`src/rtl/plcc_params.svh`:
```
// Offsets, field positions, reset values and counts of the link capability and control block.
`ifndef PLCC_PARAMS_SVH
`define PLCC_PARAMS_SVH

`define PLCC_CAP_OFFSET 12'h0CC
`define PLCC_CTRL_OFFSET 12'h0D0

`define PLCC_SPEED_2G5 4'h1
`define PLCC_SPEED_5G 4'h2
`define PLCC_WIDTH_X4 6'h04
`define PLCC_WIDTH_X1 6'h01
`define PLCC_ASPM_SUP_RST 2'h0
`define PLCC_L0S_LAT_RST 3'h3
`define PLCC_L1_LAT_RST 3'h0

`define PLCC_CAP_SPEED 3:0
`define PLCC_CAP_WIDTH 9:4
`define PLCC_CAP_ASPM 11:10
`define PLCC_CAP_L0S_LAT 14:12
`define PLCC_CAP_L1_LAT 17:15
`define PLCC_CAP_CLKPM 18
`define PLCC_CAP_SURPRISE 19
`define PLCC_CAP_DLL_RPT 20
`define PLCC_CAP_BW_NOTIFY 21
`define PLCC_CAP_PORT 31:24
`define PLCC_CAP_LOAD_MASK 32'hFF2FFC00

`define PLCC_CTL_ASPM 1:0
`define PLCC_CTL_RCB 3
`define PLCC_CTL_DISABLE 4
`define PLCC_CTL_RETRAIN 5
`define PLCC_CTL_COMMON_CLK 6
`define PLCC_CTL_EXT_SYNCH 7
`define PLCC_CTL_CLKPM_EN 8
`define PLCC_CTL_AUTO_WIDTH_DIS 9
`define PLCC_CTL_BW_MGMT_IE 10
`define PLCC_CTL_AUTO_BW_IE 11
`define PLCC_CTL_WIDTH 16

`define PLCC_EXT_FTS_COUNT 13'h1000
`define PLCC_EXT_TS1_COUNT 13'h0400
`define PLCC_NORM_FTS_COUNT 13'h0080
`define PLCC_NORM_TS1_COUNT 13'h0010

`endif

```
`src/rtl/plcc_pkg.sv`:
```
// Types shared by the link capability and control block.
package plcc_pkg;

	typedef enum logic [1:0] {
		PLCC_ASPM_OFF,
		PLCC_ASPM_L0S,
		PLCC_ASPM_L1,
		PLCC_ASPM_BOTH
	} plcc_aspm_type;

	typedef logic [31:0] plcc_word_type;

endpackage : plcc_pkg

```
`src/rtl/plcc_link_regs.sv`:
```
// Per-port link capability and link control configuration registers.
`timescale 1ns/1ns
`default_nettype none
`include "plcc_params.svh"

module plcc_link_regs
	import plcc_pkg::*;
#(
	parameter logic [7:0] PORT_INDEX = 8'h00,
	parameter bit UPSTREAM = 1'b1,
	parameter bit WIDE_MODE = 1'b0
) (
	input wire logic clk,
	input wire logic reset,
	input wire logic [11:0] cfg_addr,
	input wire logic cfg_wr,
	input wire logic cfg_rd,
	input wire logic [3:0] cfg_be,
	input wire logic [31:0] cfg_wdata,
	output logic [31:0] cfg_rdata,
	output logic cfg_rdata_valid,
	input wire logic load_valid,
	input wire logic [31:0] load_data,
	input wire logic clock_request_n_release,
	output logic aspm_l0s_enable,
	output logic aspm_l1_enable,
	output logic rx_l0s_allowed,
	output logic link_disable,
	output logic retrain_pulse,
	output logic common_clock,
	output logic ext_synch,
	output logic [12:0] l0s_exit_fts_count,
	output logic [12:0] l1_exit_ts1_count,
	output logic clock_request_n,
	output logic auto_width_disable,
	output logic bw_mgmt_int_enable,
	output logic auto_bw_int_enable
);

	// True when the dword address matches a register offset.
	function automatic logic hit(input logic [11:0] addr,
		input logic [11:0] offset);
		hit = (addr[11:2] == offset[11:2]);
	endfunction : hit

	// Byte-lane merge; used for every writable control field.
	function automatic logic [31:0] merge(input logic [31:0] old_value,
		input logic [31:0] new_value, input logic [3:0] be);
		logic [31:0] lane_mask;
		lane_mask = {{8{be[3]}}, {8{be[2]}}, {8{be[1]}}, {8{be[0]}}};
		merge = (old_value & ~lane_mask) | (new_value & lane_mask);
	endfunction : merge

	// Bits that software may change; everything else ignores writes.
	function automatic logic [15:0] ctrl_writable(input bit upstream);
		logic [15:0] m;
		m = 16'h0000;
		m[`PLCC_CTL_ASPM] = 2'h3;
		m[`PLCC_CTL_COMMON_CLK] = 1'b1;
		m[`PLCC_CTL_EXT_SYNCH] = 1'b1;
		m[`PLCC_CTL_AUTO_WIDTH_DIS] = 1'b1;
		if (upstream) begin
			m[`PLCC_CTL_CLKPM_EN] = 1'b1;
		end else begin
			m[`PLCC_CTL_DISABLE] = 1'b1;
			m[`PLCC_CTL_BW_MGMT_IE] = 1'b1;
			m[`PLCC_CTL_AUTO_BW_IE] = 1'b1;
		end
		ctrl_writable = m;
	endfunction : ctrl_writable

	localparam logic [15:0] CTRL_WMASK = ctrl_writable(UPSTREAM);

	logic [1:0] aspm_sup_reg;
	logic [2:0] l0s_lat_reg;
	logic [2:0] l1_lat_reg;
	logic clkpm_cap_reg;
	logic surprise_cap_reg;
	logic bw_notify_cap_reg;
	logic [7:0] port_num_reg;
	logic [31:0] cap_view;
	logic [15:0] ctrl_reg;
	logic [31:0] ctrl_merged;
	logic cap_hit;
	logic ctrl_hit;
	plcc_aspm_type aspm_mode;

	assign cap_hit = hit(cfg_addr, `PLCC_CAP_OFFSET);
	assign ctrl_hit = hit(cfg_addr, `PLCC_CTRL_OFFSET);

	// Loadable defaults; only the load port changes them, never software.
	always_ff @(posedge clk) begin
		if (reset) begin
			aspm_sup_reg <= `PLCC_ASPM_SUP_RST;
		end else if (load_valid) begin
			aspm_sup_reg <= load_data[`PLCC_CAP_ASPM];
		end
	end

	always_ff @(posedge clk) begin
		if (reset) begin
			l0s_lat_reg <= `PLCC_L0S_LAT_RST;
		end else if (load_valid) begin
			l0s_lat_reg <= load_data[`PLCC_CAP_L0S_LAT];
		end
	end

	always_ff @(posedge clk) begin
		if (reset) begin
			l1_lat_reg <= `PLCC_L1_LAT_RST;
		end else if (load_valid) begin
			l1_lat_reg <= load_data[`PLCC_CAP_L1_LAT];
		end
	end

	// Downstream ports tie this off, so no load can claim clock PM there.
	always_ff @(posedge clk) begin
		if (reset) begin
			clkpm_cap_reg <= UPSTREAM;
		end else if (load_valid) begin
			clkpm_cap_reg <= UPSTREAM && load_data[`PLCC_CAP_CLKPM];
		end
	end

	always_ff @(posedge clk) begin
		if (reset) begin
			surprise_cap_reg <= 1'b0;
		end else if (load_valid) begin
			surprise_cap_reg <= load_data[`PLCC_CAP_SURPRISE];
		end
	end

	always_ff @(posedge clk) begin
		if (reset) begin
			bw_notify_cap_reg <= 1'b0;
		end else if (load_valid) begin
			bw_notify_cap_reg <= load_data[`PLCC_CAP_BW_NOTIFY];
		end
	end

	always_ff @(posedge clk) begin
		if (reset) begin
			port_num_reg <= PORT_INDEX;
		end else if (load_valid) begin
			port_num_reg <= load_data[`PLCC_CAP_PORT];
		end
	end

	// Fixed fields are composed here so no load can disturb them.
	always_comb begin
		cap_view = 32'h00000000;
		cap_view[`PLCC_CAP_SPEED] = `PLCC_SPEED_5G;
		if (UPSTREAM && WIDE_MODE) begin
			cap_view[`PLCC_CAP_WIDTH] = `PLCC_WIDTH_X4;
		end else begin
			cap_view[`PLCC_CAP_WIDTH] = `PLCC_WIDTH_X1;
		end
		cap_view[`PLCC_CAP_ASPM] = aspm_sup_reg;
		cap_view[`PLCC_CAP_L0S_LAT] = l0s_lat_reg;
		cap_view[`PLCC_CAP_L1_LAT] = l1_lat_reg;
		cap_view[`PLCC_CAP_CLKPM] = clkpm_cap_reg;
		cap_view[`PLCC_CAP_SURPRISE] = surprise_cap_reg;
		cap_view[`PLCC_CAP_DLL_RPT] = !UPSTREAM;
		cap_view[`PLCC_CAP_BW_NOTIFY] = bw_notify_cap_reg;
		cap_view[`PLCC_CAP_PORT] = port_num_reg;
	end

	assign ctrl_merged = merge({16'h0000, ctrl_reg}, cfg_wdata, cfg_be);

	// Only writable bits take new data; the retrain bit is never stored.
	always_ff @(posedge clk) begin
		if (reset) begin
			ctrl_reg <= 16'h0000;
		end else if (cfg_wr && ctrl_hit) begin
			ctrl_reg <= (ctrl_reg & ~CTRL_WMASK)
				| (ctrl_merged[15:0] & CTRL_WMASK);
		end
	end

	always_ff @(posedge clk) begin
		if (reset) begin
			retrain_pulse <= 1'b0;
		end else begin
			retrain_pulse <= !UPSTREAM && cfg_wr && ctrl_hit && cfg_be[0]
				&& cfg_wdata[`PLCC_CTL_RETRAIN];
		end
	end

	// Control readback: RCB and retrain read zero, upper half belongs to
	// the link status register which this block does not hold.
	always_ff @(posedge clk) begin
		if (reset) begin
			cfg_rdata <= 32'h00000000;
		end else if (!cfg_rd) begin
			cfg_rdata <= 32'h00000000;
		end else if (cap_hit) begin
			cfg_rdata <= cap_view;
		end else if (ctrl_hit) begin
			cfg_rdata <= {16'h0000, ctrl_reg};
		end else begin
			cfg_rdata <= 32'h00000000;
		end
	end

	always_ff @(posedge clk) begin
		if (reset) begin
			cfg_rdata_valid <= 1'b0;
		end else begin
			cfg_rdata_valid <= cfg_rd;
		end
	end

	assign aspm_mode = plcc_aspm_type'(ctrl_reg[`PLCC_CTL_ASPM]);

	always_ff @(posedge clk) begin
		if (reset) begin
			aspm_l0s_enable <= 1'b0;
			aspm_l1_enable <= 1'b0;
		end else begin
			case (aspm_mode)
				PLCC_ASPM_L0S: begin
					aspm_l0s_enable <= 1'b1;
					aspm_l1_enable <= 1'b0;
				end
				PLCC_ASPM_L1: begin
					aspm_l0s_enable <= 1'b0;
					aspm_l1_enable <= 1'b1;
				end
				PLCC_ASPM_BOTH: begin
					aspm_l0s_enable <= 1'b1;
					aspm_l1_enable <= 1'b1;
				end
				default: begin
					aspm_l0s_enable <= 1'b0;
					aspm_l1_enable <= 1'b0;
				end
			endcase
		end
	end

	// The receive side's L0s entry does not depend on the ASPM control.
	assign rx_l0s_allowed = 1'b1;

	always_ff @(posedge clk) begin
		if (reset) begin
			link_disable <= 1'b0;
		end else begin
			link_disable <= ctrl_reg[`PLCC_CTL_DISABLE];
		end
	end

	always_ff @(posedge clk) begin
		if (reset) begin
			common_clock <= 1'b0;
		end else begin
			common_clock <= ctrl_reg[`PLCC_CTL_COMMON_CLK];
		end
	end

	always_ff @(posedge clk) begin
		if (reset) begin
			ext_synch <= 1'b0;
		end else begin
			ext_synch <= ctrl_reg[`PLCC_CTL_EXT_SYNCH];
		end
	end

	always_ff @(posedge clk) begin
		if (reset) begin
			auto_width_disable <= 1'b0;
		end else begin
			auto_width_disable <= ctrl_reg[`PLCC_CTL_AUTO_WIDTH_DIS];
		end
	end

	always_ff @(posedge clk) begin
		if (reset) begin
			bw_mgmt_int_enable <= 1'b0;
		end else begin
			bw_mgmt_int_enable <= ctrl_reg[`PLCC_CTL_BW_MGMT_IE];
		end
	end

	always_ff @(posedge clk) begin
		if (reset) begin
			auto_bw_int_enable <= 1'b0;
		end else begin
			auto_bw_int_enable <= ctrl_reg[`PLCC_CTL_AUTO_BW_IE];
		end
	end

	// Ordered-set counts for leaving low power states.
	always_ff @(posedge clk) begin
		if (reset) begin
			l0s_exit_fts_count <= `PLCC_NORM_FTS_COUNT;
		end else if (ctrl_reg[`PLCC_CTL_EXT_SYNCH]) begin
			l0s_exit_fts_count <= `PLCC_EXT_FTS_COUNT;
		end else begin
			l0s_exit_fts_count <= `PLCC_NORM_FTS_COUNT;
		end
	end

	always_ff @(posedge clk) begin
		if (reset) begin
			l1_exit_ts1_count <= `PLCC_NORM_TS1_COUNT;
		end else if (ctrl_reg[`PLCC_CTL_EXT_SYNCH]) begin
			l1_exit_ts1_count <= `PLCC_EXT_TS1_COUNT;
		end else begin
			l1_exit_ts1_count <= `PLCC_NORM_TS1_COUNT;
		end
	end

	// Released only while enabled, so disabling pulls the pin low one clock after the enable bit clears.
	always_ff @(posedge clk) begin
		if (reset) begin
			clock_request_n <= 1'b0;
		end else begin
			clock_request_n <= ctrl_reg[`PLCC_CTL_CLKPM_EN]
				&& clock_request_n_release;
		end
	end

endmodule : plcc_link_regs
`default_nettype wire

```
`config.mk`:
```
export PLATFORM = sky130hd
export DESIGN_NAME = plcc_link_regs
export DESIGN_NICKNAME = d
export VERILOG_FILES = /design/src/rtl/plcc_pkg.sv /design/src/rtl/plcc_link_regs.sv
export VERILOG_INCLUDE_DIRS = /design/src /design/src/rtl
export SDC_FILE = /design/constraint.sdc
export NUM_CORES = 1
export LEC_CHECK = 0
export ABC_AREA = 1
export BUFFER_PORTS_ARGS = -buffer_cell sky130_fd_sc_hd__buf_4
export CAP_MARGIN = 10
export CORE_MARGIN = 5
export CORE_UTILIZATION = 40
export CTS_CLUSTER_DIAMETER = 40
export DETAILED_ROUTE_END_ITERATION = 8
export PLACE_DENSITY = 0.84
export SLEW_MARGIN = 40
export SYNTH_ARGS = -nofsm -noshare
export SYNTH_HDL_FRONTEND = slang
export SYNTH_SLANG_ARGS = --single-unit
```
`constraint.sdc`:
```
create_clock -name clk -period 1 [get_ports clk]
set_input_delay 0.1 -clock clk [delete_from_list [all_inputs] [get_ports clk]]
set_output_delay 0.1 -clock clk [all_outputs]
set_load 0.05 [all_outputs]
```
### Word-level counts from Yosys, hierarchy flattened

Cells that the tools add are included.

| storage, ports and cells | value |
|---|---|
| bits in registers | 103 |
| input port bits | 86 |
| output and inout bits | 70 |
| logic and storage cells | 48 |

| operators by class | value |
|---|---|
| equality and inequality tests | 5 |
| mux-type cells | 6 |
| bitwise gates (word level) | 7 |
| reductions and logical operators | 7 |

Operators by type and width:

| operator | number |
|---|---|
| $mux W32 | 1 |
| $and A10 B10 Y10 | 2 |
| $eq A10 B6 Y1 const B | 2 |
| $mux W16 | 1 |
| $or A16 B10 Y16 | 1 |
| $mux W13 | 1 |
| $mux W11 | 1 |
| $not A10 Y10 | 1 |
| $or A10 B10 Y10 | 1 |
| $reduce_or A2 Y1 | 3 |
| $eq A2 B2 Y1 const B | 2 |
| $reduce_or A4 Y1 | 1 |
| $reduce_or A3 Y1 | 1 |
| $eq A2 B1 Y1 const B | 1 |
| $logic_and A1 B1 Y1 | 2 |
| $mux W1 | 2 |
| $not A1 Y1 | 2 |

### Logic depth before layout (Yosys ltp)

Gate-level depths: netlist (run 1).

| logic depth | value |
|---|---|
| depth in word-level cells | 4 |
| depth in mapped cells | 8 |
| depth with buffers taken out | 8 |

### Least setup slack after synthesis (run 1)

OpenSTA, ideal clock, no wires.

| timing path | value |
|---|---|
| kind | register -> output |
| start point | register, netlist name ext_synch |
| end point | output l0s_exit_fts_count[12] |
| arrival time | 0.914 ns |
| data required time | 0.900 ns |
| slack | -0.014 ns |
| stages on the path, launching flop included | 2 |
| path buffers | 1 |
| cells stage by stage | dfxtp_1 buf_4 |

RTL lines:

| element | RTL line | source |
|---|---|---|
| end: declaration | plcc_link_regs.sv:32 | `output logic [12:0] l0s_exit_fts_count,` |

### Worst setup path after layout (run 1)

| timing path | value |
|---|---|
| start point | register ext_synch |
| end point | output ext_synch |

RTL lines:

| element | RTL line | source |
|---|---|---|
| start: declaration | plcc_link_regs.sv:31 | `output logic ext_synch,` |
| start signal: assignment | plcc_link_regs.sv:264 | `` ext_synch <= ctrl_reg[`PLCC_CTL_EXT_SYNCH]; `` |

No word-level cell between the ends.

==> summary.txt, run 1 <==
Global Route Usage Sum -> 0.135
Peak Freq -> 1.03 GHz
hold path cells -> 3
max cap viols -> 0
vias in the first global route -> 1676
first drt pass iteration count -> 2
max-slew violations -> 0
post-synthesis register bit count -> 59
global route overflow -> 0
crit-path cells -> buf_4
DRT antenna net count -> 0
Synth Instances -> 245
Syn Area/Cell -> 8.93 sq um
final setup fails -> 0
status -> finished clean
DPL Wire Length -> 3350 um
layout cells sized above 1 -> 0.381
Final Cycle Share -> 0.974
Final Hold Viols -> 0
Final Util -> 0.558
Largest register FFs -> 26
Critical Path RT -> 0.90 ns
Max VDD drop -> 1.01 mV
Setup CP Type -> register to output pin
global-route wire length before repair -> 7450 um
hold path endpoint -> l0s_lat_reg[1]
Site Rows -> 27
Startpoint Class -> register
Final Critical Period -> 0.974 ns
library cells used by synthesis -> 22
r2r worst-path depth -> 4
clk sinks -> 59
Setup Fix Bufs, Post-CTS -> 0
Yosys top cell area share -> 0.540
Longest Clk Path Bufs -> 2
clk slew on worst S/H paths -> 0.06 ns
RD Place Congestion -> 0.727
DRT iter0 DRCs -> 54
top cells by area, synth -> dfxtp_1, buf_4, nor2_2, inv_1, nor2_1
H-tree levels -> 3
setup slack, reg-to-reg -> 0.35 ns
Die X -> 83.9 um
worst path buffer plus inverter count -> 1
CP arrival -> 0.87 ns
CTS Root Cell -> clkbuf_8
power density over the cells -> 1720 nW/um^2
Syn-to-layout area delta -> 38.0%
Seq/Total Area, Yosys -> 0.540
worst clock skew -> 0.00775 ns
CP top delay family -> flip-flops
RR Endpoint -> ctrl_reg[8]
initial core utilization -> 0.405
drc violations -> 0
pin count of the biggest net entering global routing -> 33
CP endpoint kind -> output pin
CTS tree -> built
slowest cell on the critical path -> dfxtp_2
Synth Cell Area -> 2190 sq um
Syn. warnings -> 0
Worst-Skew Late Latency -> 0.34 ns
RSZ-0062 raised after global routing -> yes
CORE AREA -> 5410 sq um
Wirelength per Cell -> 11.0 um
type of the most critical hold path -> input port to register
Hold Crit Start -> load_data[13]
antenna cells -> 0
crit path max fanout -> 3
r2r startpoint -> ctrl_reg[8]
final WL -> 4540 um
die height -> 83.9 um
cts bufs inserted -> 9
IO Pins -> 156
number of vias per cell -> 4.00
post-synth top area cell -> dfxtp_1
post-route cell area -> 3020 sq um
port bufs -> 79
vias after detailed routing -> 1652
initial antenna violation count -> 0
critical path's largest stage delay -> 0.35 ns
nets -> 422
Area after DPL -> 2730 sq um
reported leakage power -> 1.47 nW
worst hold slack -> 0.00440 ns
total die area -> 7050 sq um
Filler cells -> 503
[synthesized netlist by cell type (all sizes together)]
library cell and number:
dfxtp 59, nor2 47, buf 41, inv 31
o21ai 20, a21oi 19, nand2 16, nand3 4
clkbuf 3, conb 2, clkinv 1, nand4 1
nor3 1
[cells by family (layout without fill, tap and decap cells)]
group | Yosys count | after routing | share of synthesized area
buf+inv | 76 | 141 | 0.204
simple gates | 69 | 69 | 0.163
flops | 59 | 59 | 0.540
compound gates | 39 | 39 | 0.0892
other cells | 2 | 33 | 0.00343
[tightest hold or removal path: cells and delay by family]
family	cells	cell delay, ns
buffers and inverters	1	0.08
AO/OA/AOI/OAI	2	0.12
[repair_timing]
item / CTS / global route
gates resized for setup: 0 / 1
hold buffers: 8 / 0
endpoints found under the setup margin: 0 / 3
endpoints found under the hold margin: 8 / 0
[routing by layer]
metal | routed length [um] | global-route usage
met1 | 1800 | 0.147
met2 | 2240 | 0.223
met3 | 425 | 0.0494
met4 | 78 | 0.0789
met5 | 0 | 0
[report_power, final]
part           internal [W]  switching, W
clock network       0.00122      0.000935
logic              0.000183      0.000424
registers           0.00241     0.0000144
total               0.00380       0.00137
[cell type report]
cell class	count	area [sq um]	area share
repair buffers	93	747	0.248
multi-input cells	141	676	0.224
clock buffers	10	138	0.0456
inverters	32	121	0.0402
flip-flops and latches	59	1180	0.392
well taps	72	90.1	0.0299
clock inverters	6	63.8	0.0211
[worst max-delay path by stage]
stage,from,to,slack (ns),depth (start not counted)
floorplan,l1_exit_ts1_count[4],l1_exit_ts1_count[4],0.006,1
global placement,cfg_addr[9],cfg_rdata[1],-0.06,6
detailed placement,cfg_addr[9],cfg_rdata[1],-0.08,6
CTS,cfg_rdata_valid,cfg_rdata_valid,0.01,1
global route,l1_exit_ts1_count[4],l1_exit_ts1_count[4],-0.01,1
finish,ext_synch,ext_synch,0.03,1
[layout by cell type, fill, tap and decap left out, drive strengths merged, types with 2 or more instances in the layout]
cell and instances:
dlygate4sd3 8, clkinv 3, clkbuf 10, inv 32, o21ai 20, nand2 16
nor2 47, conb 33, clkinvlp 2, a21oi 19, dfxtp 59, buf 85
nand3 4
[metrics by stage]
| step | instances | total power [W] | setup WS, ns | setup TNS (ns) |
|---|---|---|---|---|
| floorplan | 276 | 0.00297 | 0.00568 | 0 |
| CTS | 413 | 0.00522 | 0.0125 | 0 |
| finish | 413 | 0.00518 | 0.0256 | 0 |
| global placement | 389 | 0.00304 | -0.0594 | -0.359 |
| global route | 413 | 0.00538 | -0.0127 | -0.0446 |
| detailed placement | 389 | 0.00305 | -0.0756 | -0.615 |
Note: power is estimated with default switching activity, not from simulation.
==> inputs of run 2 (changes only) <==
CELL_PAD_IN_SITES_DETAIL_PLACEMENT = 0   (was not set)
CELL_PAD_IN_SITES_GLOBAL_PLACEMENT = 1   (was not set)
CORE_UTILIZATION = 27   (was 40)
PLACE_DENSITY = 0.83   (was 0.84)
==> summary.txt, run 2 (synthesis results as in run 1) <==
status -> finished clean
Worst-Skew Late Latency -> 0.32 ns
CTS Root Cell -> clkbuf_8
reported leakage power -> 1.47 nW
Longest Clk Path Bufs -> 2
drc violations -> 0
Largest register FFs -> 26
Layout Cells excl Fill -> 444
crit path max fanout -> 1
r2r startpoint -> ctrl_reg[8]
type of the most critical hold path -> input port to register
CORE AREA -> 7810 sq um
internal power -> 0.00386 W
Max VDD drop -> 0.547 mV
worst path buffer plus inverter count -> 1
CP top delay family -> flip-flops
total die area -> 10000 sq um
Final Cycle Share -> 0.949
first drt pass iteration count -> 4
combinational power share -> 0.119
Final Critical Period -> 0.949 ns
H-tree levels -> 3
clk sinks -> 59
pin count of the biggest net entering global routing -> 33
initial antenna violation count -> 0
IO Pins -> 156
worst clock skew -> 0.00278 ns
Area after DPL -> 2760 sq um
CP arrival -> 0.85 ns
CP endpoint kind -> output pin
cts bufs inserted -> 9
vias in the first global route -> 1651
Syn-to-layout area delta -> 39.5%
initial core utilization -> 0.280
die height -> 100 um
port bufs -> 79
post-route cell area -> 3050 sq um
clk slew on worst S/H paths -> 0.06 ns
DPL Wire Length -> 3450 um
antenna cells -> 0
Switching Fraction -> 0.247
area of the multi-input gates -> 676 sq um
layout cells sized above 1 -> 0.371
RD Place Congestion -> 0.668
crit-path cells -> buf_4
Wirelength per Cell -> 10.5 um
Reg power frac -> 0.472
Peak Freq -> 1.05 GHz
vias after detailed routing -> 1657
hold path cells -> 2
final setup fails -> 0
nets -> 424
Filler cells -> 782
RR Endpoint -> ctrl_reg[8]
Setup CP Type -> register to output pin
Storage cell area -> 1180 sq um
Net Sw Power -> 0.00126 W
commonest non-fill, non-tap cell in the layout -> buf_4
Placed Cells -> 419
setup slack, reg-to-reg -> 0.36 ns
Critical Path RT -> 0.90 ns
final WL -> 4650 um
global-route wire length before repair -> 7420 um
Die X -> 100 um
share of total power in the clock network -> 0.409
max cap viols -> 0
power density over the cells -> 1680 nW/um^2
Hold Crit Start -> load_valid
global route overflow -> 0
most frequent cells in the layout -> buf_4, dfxtp_1, conb_1, inv_1, nor2_1
Site Rows -> 32
slowest cell on the critical path -> dfxtp_1
Final Hold Viols -> 0
r2r worst-path depth -> 4
critical path's largest stage delay -> 0.33 ns
CTS tree -> built
number of vias per cell -> 3.73
Global Route Usage Sum -> 0.0958
DRT iter0 DRCs -> 51
DRT antenna net count -> 0
RSZ-0062 raised after global routing -> yes
hold path endpoint -> clkpm_cap_reg
max-slew violations -> 0
Startpoint Class -> register
run 2: cell types whose count changed in the layout (fill, tap and decap cells not counted), sizes merged:
cell / delta
clkbuf: +3
clkinv: -1
clkinvlp: -2
dlygate4sd3: +2
inv: -1
run 2: power by group through the flow:
stage	registers (W)	logic, W	clock network, W
3_5_place_dp	0.00247	0.000577	0
2_1_floorplan	0.00248	0.000495	0
3_3_place_gp	0.00247	0.000572	0
5_1_grt	0.00242	0.000657	0.00229
6_report	0.00242	0.000610	0.00210
4_1_cts	0.00242	0.000610	0.00217
run 2: worst max-delay path by stage:
stage	startpoint	to	slack, ns	cells after the start
4_1_cts	ext_synch	l1_exit_ts1_count[10]	0.03	1
2_1_floorplan	l1_exit_ts1_count[4]	l1_exit_ts1_count[4]	0.006	1
6_report	cfg_rdata[25]	cfg_rdata[25]	0.05	1
3_5_place_dp	cfg_addr[9]	cfg_rdata[1]	-0.1	6
5_1_grt	ext_synch	l1_exit_ts1_count[10]	-0.004	1
3_3_place_gp	cfg_addr[9]	cfg_rdata[1]	-0.11	6
run 2: metal layers:
metal  GRT usage  share of wire
met1       0.109           0.40
met2       0.149           0.46
met3      0.0473           0.12
met4      0.0466          0.022
met5           0              0
run 2: per-stage QoR:
stage          hold slack (ns)  setup WS, ns  power (W)   util  TNS (ns)
5_1_grt                 0.0258      -0.00367    0.00538  0.391  -0.00724
2_1_floorplan            0.211       0.00568    0.00297      -         0
4_1_cts                 0.0126        0.0290    0.00520  0.391         0
6_report                0.0253        0.0507    0.00513  0.391         0
3_3_place_gp             0.322        -0.107    0.00304  0.353     -1.69
3_5_place_dp             0.322       -0.0995    0.00305  0.353     -1.56
run 2: area by class of cell:
| class | count | share of cell area |
|---|---|---|
| inverter | 32 | 0.0398 |
| sequential | 59 | 0.387 |
| multi-input combinational | 141 | 0.221 |
| clock inverter | 2 | 0.0115 |
| clock buffer | 13 | 0.0521 |
| tap | 102 | 0.0418 |
| timing repair buffer | 95 | 0.246 |
run 2: timing repair:
item / in CTS / in global routing
endpoints found under the setup margin: 0 / 3
hold buffers: 10 / 0
gates resized for setup: 0 / 0
setup buffers: 0 / 0
endpoints found under the hold margin: 10 / 0
